File: src/design/trig_pkg.sv
`default_nettype none
package trig_pkg;
   // ----------------------------------------
   // Register map (word aligned byte offsets)
   // ----------------------------------------
   localparam logic [7:0] OFS_CTRL   = 8'h00;
   localparam logic [7:0] OFS_LEVEL  = 8'h04;
   localparam logic [7:0] OFS_UPPER  = 8'h08;
   localparam logic [7:0] OFS_LOWER  = 8'h0c;
   localparam logic [7:0] OFS_WIDTH  = 8'h10;
   localparam logic [7:0] OFS_DELTA  = 8'h14;
   localparam logic [7:0] OFS_HOLD   = 8'h18;
   localparam logic [7:0] OFS_STATUS = 8'h1c;
   localparam logic [7:0] OFS_PEAKS  = 8'h20;
   localparam logic [7:0] OFS_CMD    = 8'h24;
   localparam logic [7:0] OFS_HYST   = 8'h28;

   // ----------------------------------------
   // Control field positions
   // ----------------------------------------
   localparam int CTRL_SRC_LSB   = 0;   // 5 bits
   localparam int CTRL_TYPE_LSB  = 8;   // 3 bits
   localparam int CTRL_SLOPE_LSB = 12;  // 2 bits
   localparam int CTRL_RANGE_LSB = 16;  // 2 bits
   localparam int CTRL_NREJ_BIT  = 20;
   localparam int CTRL_SEQ_BIT   = 21;

   localparam int CMD_ARM_BIT    = 0;
   localparam int CMD_FIND_BIT   = 1;
   localparam int CMD_CLRPK_BIT  = 2;

   localparam logic [31:0] CTRL_RESET  = 32'h0000_0000;
   localparam logic [15:0] LEVEL_RESET = 16'h0000;
   localparam logic [15:0] HYST_RESET  = 16'h0010;

   // ----------------------------------------
   // Source codes
   // ----------------------------------------
   localparam logic [4:0] SRC_ANALOG = 5'h00;  // 0..3 analog channels
   localparam logic [4:0] SRC_EXT    = 5'h04;
   localparam logic [4:0] SRC_LINE   = 5'h05;
   localparam logic [4:0] SRC_BUS    = 5'h06;
   localparam logic [4:0] SRC_DIG    = 5'h10;  // 0x10..0x1f digital

   typedef enum logic [2:0] {
      TYP_EDGE    = 3'b000,
      TYP_GLITCH  = 3'b001,
      TYP_WIDTH   = 3'b010,
      TYP_RUNT    = 3'b011,
      TYP_WINDOW  = 3'b100,
      TYP_TIMEOUT = 3'b101,
      TYP_INTERV  = 3'b110,
      TYP_SLEW    = 3'b111
   } trig_type_t;

   typedef enum logic [1:0] {
      SLP_POS    = 2'b00,
      SLP_NEG    = 2'b01,
      SLP_EITHER = 2'b10
   } slope_t;

   // Width range: glitch uses only shorter/longer
   typedef enum logic [1:0] {
      RNG_SHORTER = 2'b00,
      RNG_LONGER  = 2'b01,
      RNG_WITHIN  = 2'b10,
      RNG_OUTSIDE = 2'b11
   } range_t;

   typedef enum logic [1:0] {
      ST_IDLE  = 2'b00,
      ST_ARMED = 2'b01,
      ST_POST  = 2'b10,
      ST_HOLD  = 2'b11
   } acq_state_t;
endpackage
`default_nettype wire

File: src/design/waveform_trigger_detector.sv
// How it works
// - Edge trigger fires when the source crosses level in chosen direction.
// - Slope picks rising, falling or both crossings.
// - Either slope fires on the first qualifying edge after arming.
// - Find level loads level with half of max peak minus min peak.
// - Find level refused for external and line sources.
// - Polarity sets which crossing starts and ends a measured pulse.
// - Glitch fires on pulses shorter or longer than glitch length.
// - Width measured between successive level crossings, compared with limits.
// - Width supports exact, shorter, longer, within and outside matching.
// - External source allows only the edge type.
// - Digital sources allow edge, width and timeout types only.
// - Line source uses mains input and edge type only.
// - Only single-event mode; sequence requests are refused.
// - External source never used inside a sequence.
// - Timeout uses the single level as high/low threshold.
// - Runt, window and slew use separate upper and lower thresholds.
// - Sources: analog channels, external, line, D0 to D15, serial bus.
// - Source evaluated whether or not it is displayed.
// - Noise reject on external edge adds hysteresis around level.
// - One-touch level sets level to half the peak-to-peak amplitude, not offset by the minimum.
// - After a trigger, run post-trigger and holdoff, then idle; ignore triggers until the next arm command.
// - Within/outside use width as centre, delta each side; zero is exact.
`default_nettype none
module waveform_trigger_detector #(
   parameter int NCH   = 4,
   parameter int SW    = 16,
   parameter int CW    = 32
) (
   // Clock and reset
   input  wire logic                  clk,
   input  wire logic                  reset_n,
   // Sample sources
   input  wire logic [NCH*SW-1:0]     analog_in,
   input  wire logic [SW-1:0]         ext_in,
   input  wire logic [SW-1:0]         line_in,
   input  wire logic [15:0]           digital_in,
   input  wire logic                  bus_event,
   // Avalon-MM slave
   input  wire logic [7:0]            address,
   input  wire logic                  read,
   input  wire logic                  write,
   input  wire logic [31:0]           writedata,
   output logic [31:0]                readdata,
   output logic                       waitrequest,
   // Trigger output
   output logic                       trig_pulse,
   output logic                       armed
);
   // ----------------------------------------
   // State
   // ----------------------------------------
   typedef struct packed {
      logic [31:0]             ctrl;
      logic [SW-1:0]           level;
      logic [SW-1:0]           upper;
      logic [SW-1:0]           lower;
      logic [CW-1:0]           width;
      logic [CW-1:0]           delta;
      logic [CW-1:0]           hold;
      logic [SW-1:0]           hyst;
      logic [SW-1:0]           pk_max;
      logic [SW-1:0]           pk_min;
      logic                    above;
      logic                    prime;
      logic                    in_pulse;
      logic                    pulse_pos;
      logic [CW-1:0]           pcount;
      logic [CW-1:0]           tcount;
      trig_pkg::acq_state_t    st;
      logic                    trig;
      logic                    refused;
      logic                    ack;
      logic [31:0]             rdata;
   } state_t;

   state_t s_reg, s_next;

   logic [4:0]   src;
   logic [2:0]   typ;
   logic [1:0]   slope;
   logic [1:0]   rng;
   logic [SW-1:0] sample;
   logic          is_dig;
   logic          above_now;
   logic          rise;
   logic          fall;
   logic          type_ok;
   logic          fire;
   logic [CW-1:0] plen;

   // Width comparison for glitch and width detectors
   function automatic logic width_match(input logic [1:0] r,
                                        input logic [CW-1:0] len,
                                        input logic [CW-1:0] w,
                                        input logic [CW-1:0] d);
      logic in_win;
      in_win = (len + d >= w) && (len <= w + d);
      case (r)
         trig_pkg::RNG_SHORTER: width_match = len < w;
         trig_pkg::RNG_LONGER:  width_match = len > w;
         trig_pkg::RNG_WITHIN:  width_match = in_win;
         trig_pkg::RNG_OUTSIDE: width_match = !in_win;
         default:               width_match = 1'b0;
      endcase
   endfunction

   // ----------------------------------------
   // Source selection and crossing
   // ----------------------------------------
   // Runs whether or not the source is displayed
   always_comb begin
      src    = s_reg.ctrl[trig_pkg::CTRL_SRC_LSB +: 5];
      typ    = s_reg.ctrl[trig_pkg::CTRL_TYPE_LSB +: 3];
      slope  = s_reg.ctrl[trig_pkg::CTRL_SLOPE_LSB +: 2];
      rng    = s_reg.ctrl[trig_pkg::CTRL_RANGE_LSB +: 2];
      is_dig = src[4];
      sample = '0;
      if (is_dig) begin
         sample = digital_in[src[3:0]] ? {SW{1'b1}} : '0;
      end else if (src == trig_pkg::SRC_EXT) begin
         sample = ext_in;
      end else if (src == trig_pkg::SRC_LINE) begin
         sample = line_in;
      end else if (src < trig_pkg::SRC_EXT && 32'(src) < NCH) begin
         sample = analog_in[src[1:0]*SW +: SW];
      end
   end

   // Threshold with optional hysteresis; digital uses midscale
   always_comb begin
      above_now = s_reg.above;
      if (is_dig) begin
         above_now = sample[SW-1];
      end else if (typ == trig_pkg::TYP_RUNT ||
                   typ == trig_pkg::TYP_WINDOW ||
                   typ == trig_pkg::TYP_SLEW) begin
         // Two thresholds give natural hysteresis
         if (sample > s_reg.upper) above_now = 1'b1;
         else if (sample < s_reg.lower) above_now = 1'b0;
      end else if (src == trig_pkg::SRC_EXT &&
                   s_reg.ctrl[trig_pkg::CTRL_NREJ_BIT]) begin
         // Level plus band must stay below full scale, the sum wraps
         if (sample > s_reg.level + s_reg.hyst) above_now = 1'b1;
         else if (sample + s_reg.hyst < s_reg.level)
            above_now = 1'b0;
      end else begin
         above_now = sample >= s_reg.level;
      end
      rise = s_reg.prime && above_now && !s_reg.above;
      fall = s_reg.prime && !above_now && s_reg.above;
   end

   // Which types each source may use
   always_comb begin
      type_ok = 1'b1;
      if (src == trig_pkg::SRC_EXT)
         type_ok = typ == trig_pkg::TYP_EDGE;
      else if (src == trig_pkg::SRC_LINE)
         type_ok = typ == trig_pkg::TYP_EDGE;
      else if (is_dig)
         type_ok = typ == trig_pkg::TYP_EDGE ||
                   typ == trig_pkg::TYP_WIDTH ||
                   typ == trig_pkg::TYP_TIMEOUT;
      // Sequences do not exist here, so asking for one blocks all firing
      if (s_reg.ctrl[trig_pkg::CTRL_SEQ_BIT])
         type_ok = 1'b0;
   end

   // ----------------------------------------
   // Event qualification
   // ----------------------------------------
   always_comb begin
      plen = s_reg.pcount + 1'b1;
      fire = 1'b0;
      case (trig_pkg::trig_type_t'(typ))
         trig_pkg::TYP_EDGE: begin
            case (slope)
               trig_pkg::SLP_POS:    fire = rise;
               trig_pkg::SLP_NEG:    fire = fall;
               trig_pkg::SLP_EITHER: fire = rise || fall;
               default:              fire = 1'b0;
            endcase
         end
         trig_pkg::TYP_GLITCH, trig_pkg::TYP_WIDTH: begin
            // Pulse ends on the opposite crossing to its start
            if (s_reg.in_pulse &&
                ((s_reg.pulse_pos && fall) || (!s_reg.pulse_pos && rise)))
               fire = typ == trig_pkg::TYP_GLITCH ?
                  width_match({1'b0, rng[0]}, plen, s_reg.width, '0) :
                  width_match(rng, plen, s_reg.width, s_reg.delta);
         end
         trig_pkg::TYP_TIMEOUT:
            // Count restarts at each crossing, so a quiet source fires
            // once when it meets the limit and not again until it crosses
            fire = !rise && !fall && plen == s_reg.width;
         default: fire = 1'b0;
      endcase
      // Decoded bus events bypass the crossing logic entirely
      if (src == trig_pkg::SRC_BUS) fire = bus_event;
      fire = fire && type_ok;
   end

   // ----------------------------------------
   // Next state, including bus
   // ----------------------------------------
   always_comb begin
      s_next         = s_reg;
      s_next.trig    = 1'b0;
      s_next.ack     = 1'b0;
      s_next.prime   = 1'b1;
      s_next.above   = above_now;
      s_next.pcount  = plen;
      // Crossings need one primed sample, so a reset never looks like
      // an edge on a source that idles high
      // Pulse tracking per polarity
      if (rise || fall) begin
         s_next.pcount = '0;
         if (slope == trig_pkg::SLP_EITHER)
            s_next.in_pulse = 1'b1;
         else
            s_next.in_pulse = (slope == trig_pkg::SLP_POS) ? rise : fall;
         s_next.pulse_pos = rise;
      end
      if (!s_reg.prime) s_next.pcount = '0;
      // Peaks follow the selected source; clear them before a find so
      // extremes of an earlier source do not skew the level
      // Peak tracking for level finder
      if (sample > s_reg.pk_max) s_next.pk_max = sample;
      if (sample < s_reg.pk_min) s_next.pk_min = sample;
      // Acquisition sequencing
      case (s_reg.st)
         trig_pkg::ST_IDLE: ;
         trig_pkg::ST_ARMED:
            if (fire) begin
               s_next.trig   = 1'b1;
               s_next.st     = trig_pkg::ST_POST;
               s_next.tcount = '0;
            end
         // Delta doubles as the post-trigger count; holdoff follows it
         trig_pkg::ST_POST: begin
            s_next.tcount = s_reg.tcount + 1'b1;
            if (s_reg.tcount >= s_reg.delta) begin
               s_next.st     = trig_pkg::ST_HOLD;
               s_next.tcount = '0;
            end
         end
         trig_pkg::ST_HOLD: begin
            s_next.tcount = s_reg.tcount + 1'b1;
            if (s_reg.tcount >= s_reg.hold) s_next.st = trig_pkg::ST_IDLE;
         end
         default: s_next.st = trig_pkg::ST_IDLE;
      endcase
      // Register access: every request stalls for exactly one cycle
      if ((read || write) && !s_reg.ack) begin
         s_next.ack = 1'b1;
      end
      // A write lands only on the edge after its stall ends, so a
      // request abandoned while stalled never touches a register
      if (read || write) begin
         if (write && s_reg.ack) begin
            case (address)
               trig_pkg::OFS_CTRL:  s_next.ctrl  = writedata;
               trig_pkg::OFS_LEVEL: s_next.level = writedata[SW-1:0];
               trig_pkg::OFS_UPPER: s_next.upper = writedata[SW-1:0];
               trig_pkg::OFS_LOWER: s_next.lower = writedata[SW-1:0];
               trig_pkg::OFS_WIDTH: s_next.width = writedata[CW-1:0];
               trig_pkg::OFS_DELTA: s_next.delta = writedata[CW-1:0];
               trig_pkg::OFS_HOLD:  s_next.hold  = writedata[CW-1:0];
               trig_pkg::OFS_HYST:  s_next.hyst  = writedata[SW-1:0];
               trig_pkg::OFS_CMD: begin
                  if (writedata[trig_pkg::CMD_ARM_BIT]) begin
                     s_next.st = trig_pkg::ST_ARMED;
                     s_next.in_pulse = 1'b0;
                  end
                  if (writedata[trig_pkg::CMD_CLRPK_BIT]) begin
                     s_next.pk_max = '0;
                     s_next.pk_min = '1;
                  end
                  if (writedata[trig_pkg::CMD_FIND_BIT]) begin
                     // Refusal is sticky until next find
                     if (src == trig_pkg::SRC_EXT ||
                         src == trig_pkg::SRC_LINE) begin
                        s_next.refused = 1'b1;
                     end else begin
                        s_next.refused = 1'b0;
                        // Half the peak-to-peak span, not offset by
                        // the minimum
                        s_next.level = SW'((s_reg.pk_max - s_reg.pk_min)
                                           >> 1);
                     end
                  end
               end
               default: ;
            endcase
         end else if (read && !s_reg.ack) begin
            // Reads decode at the stall edge; data then stands until the
            // next read, since writes leave it alone
            case (address)
               trig_pkg::OFS_CTRL:  s_next.rdata = s_reg.ctrl;
               trig_pkg::OFS_LEVEL: s_next.rdata = 32'(s_reg.level);
               trig_pkg::OFS_UPPER: s_next.rdata = 32'(s_reg.upper);
               trig_pkg::OFS_LOWER: s_next.rdata = 32'(s_reg.lower);
               trig_pkg::OFS_WIDTH: s_next.rdata = 32'(s_reg.width);
               trig_pkg::OFS_DELTA: s_next.rdata = 32'(s_reg.delta);
               trig_pkg::OFS_HOLD:  s_next.rdata = 32'(s_reg.hold);
               trig_pkg::OFS_HYST:  s_next.rdata = 32'(s_reg.hyst);
               trig_pkg::OFS_STATUS:
                  s_next.rdata = {27'h0, !type_ok, s_reg.refused,
                                  s_reg.above, s_reg.st};
               trig_pkg::OFS_PEAKS:
                  s_next.rdata = {16'(s_reg.pk_max), 16'(s_reg.pk_min)};
               default: s_next.rdata = 32'h0000_0000;
            endcase
         end
      end
   end

   // ----------------------------------------
   // Registers
   // ----------------------------------------
   // Synchronous reset; peak minimum starts at full scale so the first
   // sample after reset becomes the new minimum
   always_ff @(posedge clk) begin
      if (!reset_n) begin
         s_reg        <= '0;
         s_reg.ctrl   <= trig_pkg::CTRL_RESET;
         s_reg.level  <= SW'(trig_pkg::LEVEL_RESET);
         s_reg.hyst   <= SW'(trig_pkg::HYST_RESET);
         s_reg.pk_min <= '1;
         s_reg.st     <= trig_pkg::ST_IDLE;
      end else begin
         s_reg <= s_next;
      end
   end

   // Waitrequest is combinational so a request stalls in its first cycle
   assign readdata    = s_reg.rdata;
   assign waitrequest = (read || write) && !s_reg.ack;
   assign trig_pulse  = s_reg.trig;
   assign armed       = s_reg.st == trig_pkg::ST_ARMED;
endmodule
`default_nettype wire

File: config.mk
export PLATFORM = sky130hd
export DESIGN_NAME = waveform_trigger_detector
export DESIGN_NICKNAME = d
export VERILOG_FILES = /design/src/design/trig_pkg.sv /design/src/design/waveform_trigger_detector.sv
export SDC_FILE = /design/constraint.sdc
export NUM_CORES = 1
export LEC_CHECK = 0
export ABC_AREA = 0
export BUFFER_PORTS_ARGS = -buffer_cell sky130_fd_sc_hd__buf_2
export CAP_MARGIN = 20
export CORE_MARGIN = 2
export CORE_UTILIZATION = 45
export CTS_BUF_LIST = sky130_fd_sc_hd__clkbuf_16
export DETAILED_ROUTE_END_ITERATION = 16
export GPL_ROUTABILITY_DRIVEN = 0
export PLACE_DENSITY = 0.62
export SETUP_SLACK_MARGIN = 0.05
export SYNTH_ARGS = -nofsm -noshare
export SYNTH_HDL_FRONTEND = slang
export SYNTH_SLANG_ARGS = --single-unit
File: constraint.sdc
create_clock -name clk -period 13.18 [get_ports clk]
set_input_delay 1.318 -clock clk [delete_from_list [all_inputs] [get_ports clk]]
set_output_delay 1.318 -clock clk [all_outputs]
set_load 0.005 [all_outputs]
==> metrics.cfg <==
[run_status]
status = completed

[grt]
first_global_vias = 23600
grt_use_total_pct = 30.1
grt_overflow = 0
grt_max_degree = 92
grt_antenna_before_repair = 4
grt_pass1_wl_um = 140000

[cts]
cts_resized = 0
clk_latency_ps = 610
ctsHoldBuffers = 0
cts_made_buffers = 42
clkTransAtPathRegs_ps = 60
cts_tree = yes
cts_buffer_depth = 3
cts_setup_buffers = 0
cts_sinks = 329
htreeDepth = 2
cts-root-buf = clkbuf_16

[critical_path]
path_delay_family = compound AO/OA/AOI/OAI gates
crit_slowest_cell = and2b_1
crit_arrival_ps = 9440
crit_type = reg2reg
critPathCaptureType = flop
critPathLaunchType = flop
path_buf_inv = 0
path_max_fanout = 32
crit_required_ps = 13650
max_stage_delay_ps = 820

[timing]
setup_violations = 0
fmaxAchievable_mhz = 112
slew_viol_final = 0
worst_clock_skew_ps = 45.7
fin_setup_tns_ps = 0
hold_violations = 0
final.min_clock_period_ps = 8970
worstMarginPinSlew_ps = 1020
slew_headroom_pct = 32.0
rsz0062_at_grt = false
period_share_pct = 68.0

[logic_synthesis]
synth-async-reset-ratio_pct = 0
netlist_instances = 3339
synth_edf_count = 0
synthesis.nets = 3879
ys.flop_type = dfxtp_1
synth_warnings = 0
ys_types = 86
avgSynthCellArea_um2 = 7.83
ys_seq_area_share_pct = 25.2
synth-seq-cells = 329
synth_area_um2 = 26100

[layout]
mostFrequentLayoutCell = nand2_1
largest_register_ffs = 293
seq_area_um2 = 6590
nets = 3965
nFillCells = 5673
syn2layout_area_growth_pct = 10.5
instances_no_fill = 4225
design_area_um2 = 28900
multi_input_area_um2 = 17900
drive_above_1_share_pct = 10.0
mostFrequentLayoutCells = nand2_1, ha_1, a21oi_1

[place]
dp_hpwl_um = 70800
placed_area_um2 = 27500
io_buffers = 191
dp_cells = 4146

[pwr]
vdd_ir_drop_max_mv = 0.0822
leakagePower_nw = 12.0
p_per_area_nw_per_um2 = 87.3

[detailed_routing]
ant_nets = 0
totalWireLength_um = 91900
drc = 0
via_per_inst = 5.98
wl_per_cell_um = 21.8
via_count = 25300
drt-pass1-iter-count = 8
drt-initial-drc-count = 2695

[run]
cap_viol_max_count = 0

[die]
fp.dieW_um = 245
rows = 88
pin_count = 192
core_um2 = 57600
initial_core_util_pct = 45.4
die_h_um = 245
die_area_um2 = 60000

[min_path]
hold_class = reg2reg

synthesized netlist by cell type (all sizes together) (9+ instances only):
cell	instances	share of area [%]
nand2	519	7.5
ha	378	18
a21oi	377	7.2
dfxtp	329	25
inv	230	3.3
nor2	200	2.9
clkbuf	132	2.0
o21ai	119	2.3
xnor2	82	2.7
nand3	76	1.5
a21o	69	2.0
nor2b	65	1.6
xor2	54	1.8
nor3	50	0.96
buf	49	1.3
nand4	47	1.1
a22oi	46	1.3
a211oi	42	1.2
nand2b	32	0.77
a222oi	31	1.2
o21a	28	0.80
a31oi	27	0.65
a211o	26	0.87
a22o	25	0.84
a221oi	24	0.83
mux2i	24	0.97
and3	23	0.57
mux4	20	1.7
and4	19	0.64
o211ai	19	0.55
nor4	17	0.41
o21bai	16	0.50
and2	14	0.34
or3	12	0.29
o31ai	10	0.29
a21boi	9	0.26
power by group:
part           total [mW]  switching, mW  internal [mW]
combinational       0.324          0.198          0.126
clock                1.14          0.497          0.646
sequential           1.05         0.0406           1.01
total                2.52          0.735           1.79
final timing paths:
kind,depth (start not counted),from,to,slack [ps]
setup / recovery,27,is_dig$_SDFFE_PN0P_,s_reg[63]$_SDFFE_PN0P_,4210
hold / removal,2,s_reg[304]$_SDFFE_PN0P_,s_reg[304]$_SDFFE_PN0P_,460
setup reg to reg,27,is_dig$_SDFFE_PN0P_,s_reg[63]$_SDFFE_PN0P_,4210
hold reg to reg,2,s_reg[304]$_SDFFE_PN0P_,s_reg[304]$_SDFFE_PN0P_,460
area by class of cell:
cell class	count	area share, %
Timing Repair Buffer	223	4.14
Clock inverter	33	1.03
Clock buffer	42	3.64
Multi-Input combinational cell	2598	62.0
Antenna cell	4	0.0347
Inverter	231	3.02
Sequential cell	329	22.8
Tap cell	765	3.31
cell families (layout without fill, tap and decap cells):
kind of cell,Yosys count,after routing,share of synthesized area [%]
AO/OA/AOI/OAI,935,935,23.2
buffers and inverters,412,529,6.62
XOR/XNOR,136,136,4.56
adder cells (fa/ha/maj),383,383,18.5
flip-flops,329,329,25.2
other,0,4,0
multiplexers,47,47,2.82
AND/OR/NAND/NOR,1097,1097,19.1
worst reg2reg max path, stage by stage (launching register included):
cell and delay, ps:
dfxtp_1 540, nor4b_1 510, and2b_1 820, nor2_1 130, a211o_1 450, ha_1 330, a21o_1 170, a21oi_1 220
o21ai_0 190, nand2_1 100, nand2_1 60, a21o_1 210, a41o_1 280, or4b_2 640, a31o_2 260, a21oi_1 170
xnor2_1 100, ha_1 190, a2111oi_0 510, o211ai_1 160, o31a_1 300, o21ai_0 560, nor2_1 200, or2_1 380
o41a_1 450, o21a_1 310, and3_4 290, a211o_1 300
per-stage QoR:
step	utilization (%)	setup WS [ps]	power, mW	hold WS [ps]
finish	50.2	4210	2.52	457
global route	50.1	3660	2.60	480
CTS	50.1	4280	2.52	455
detailed placement	47.8	3940	1.39	447
global placement	47.8	4000	1.39	443
floorplan	-	5120	1.27	436
per-layer routing:
metal  track usage [%]  up-vias  routed length [um]
met5                 0        -                   0
met4              10.9        0                3530
li1                  -    12100                   -
met2              47.8     1089               40700
met1              41.4    11900               39500
met3              4.33      177                8140
Power figures use the tool's default switching activity.
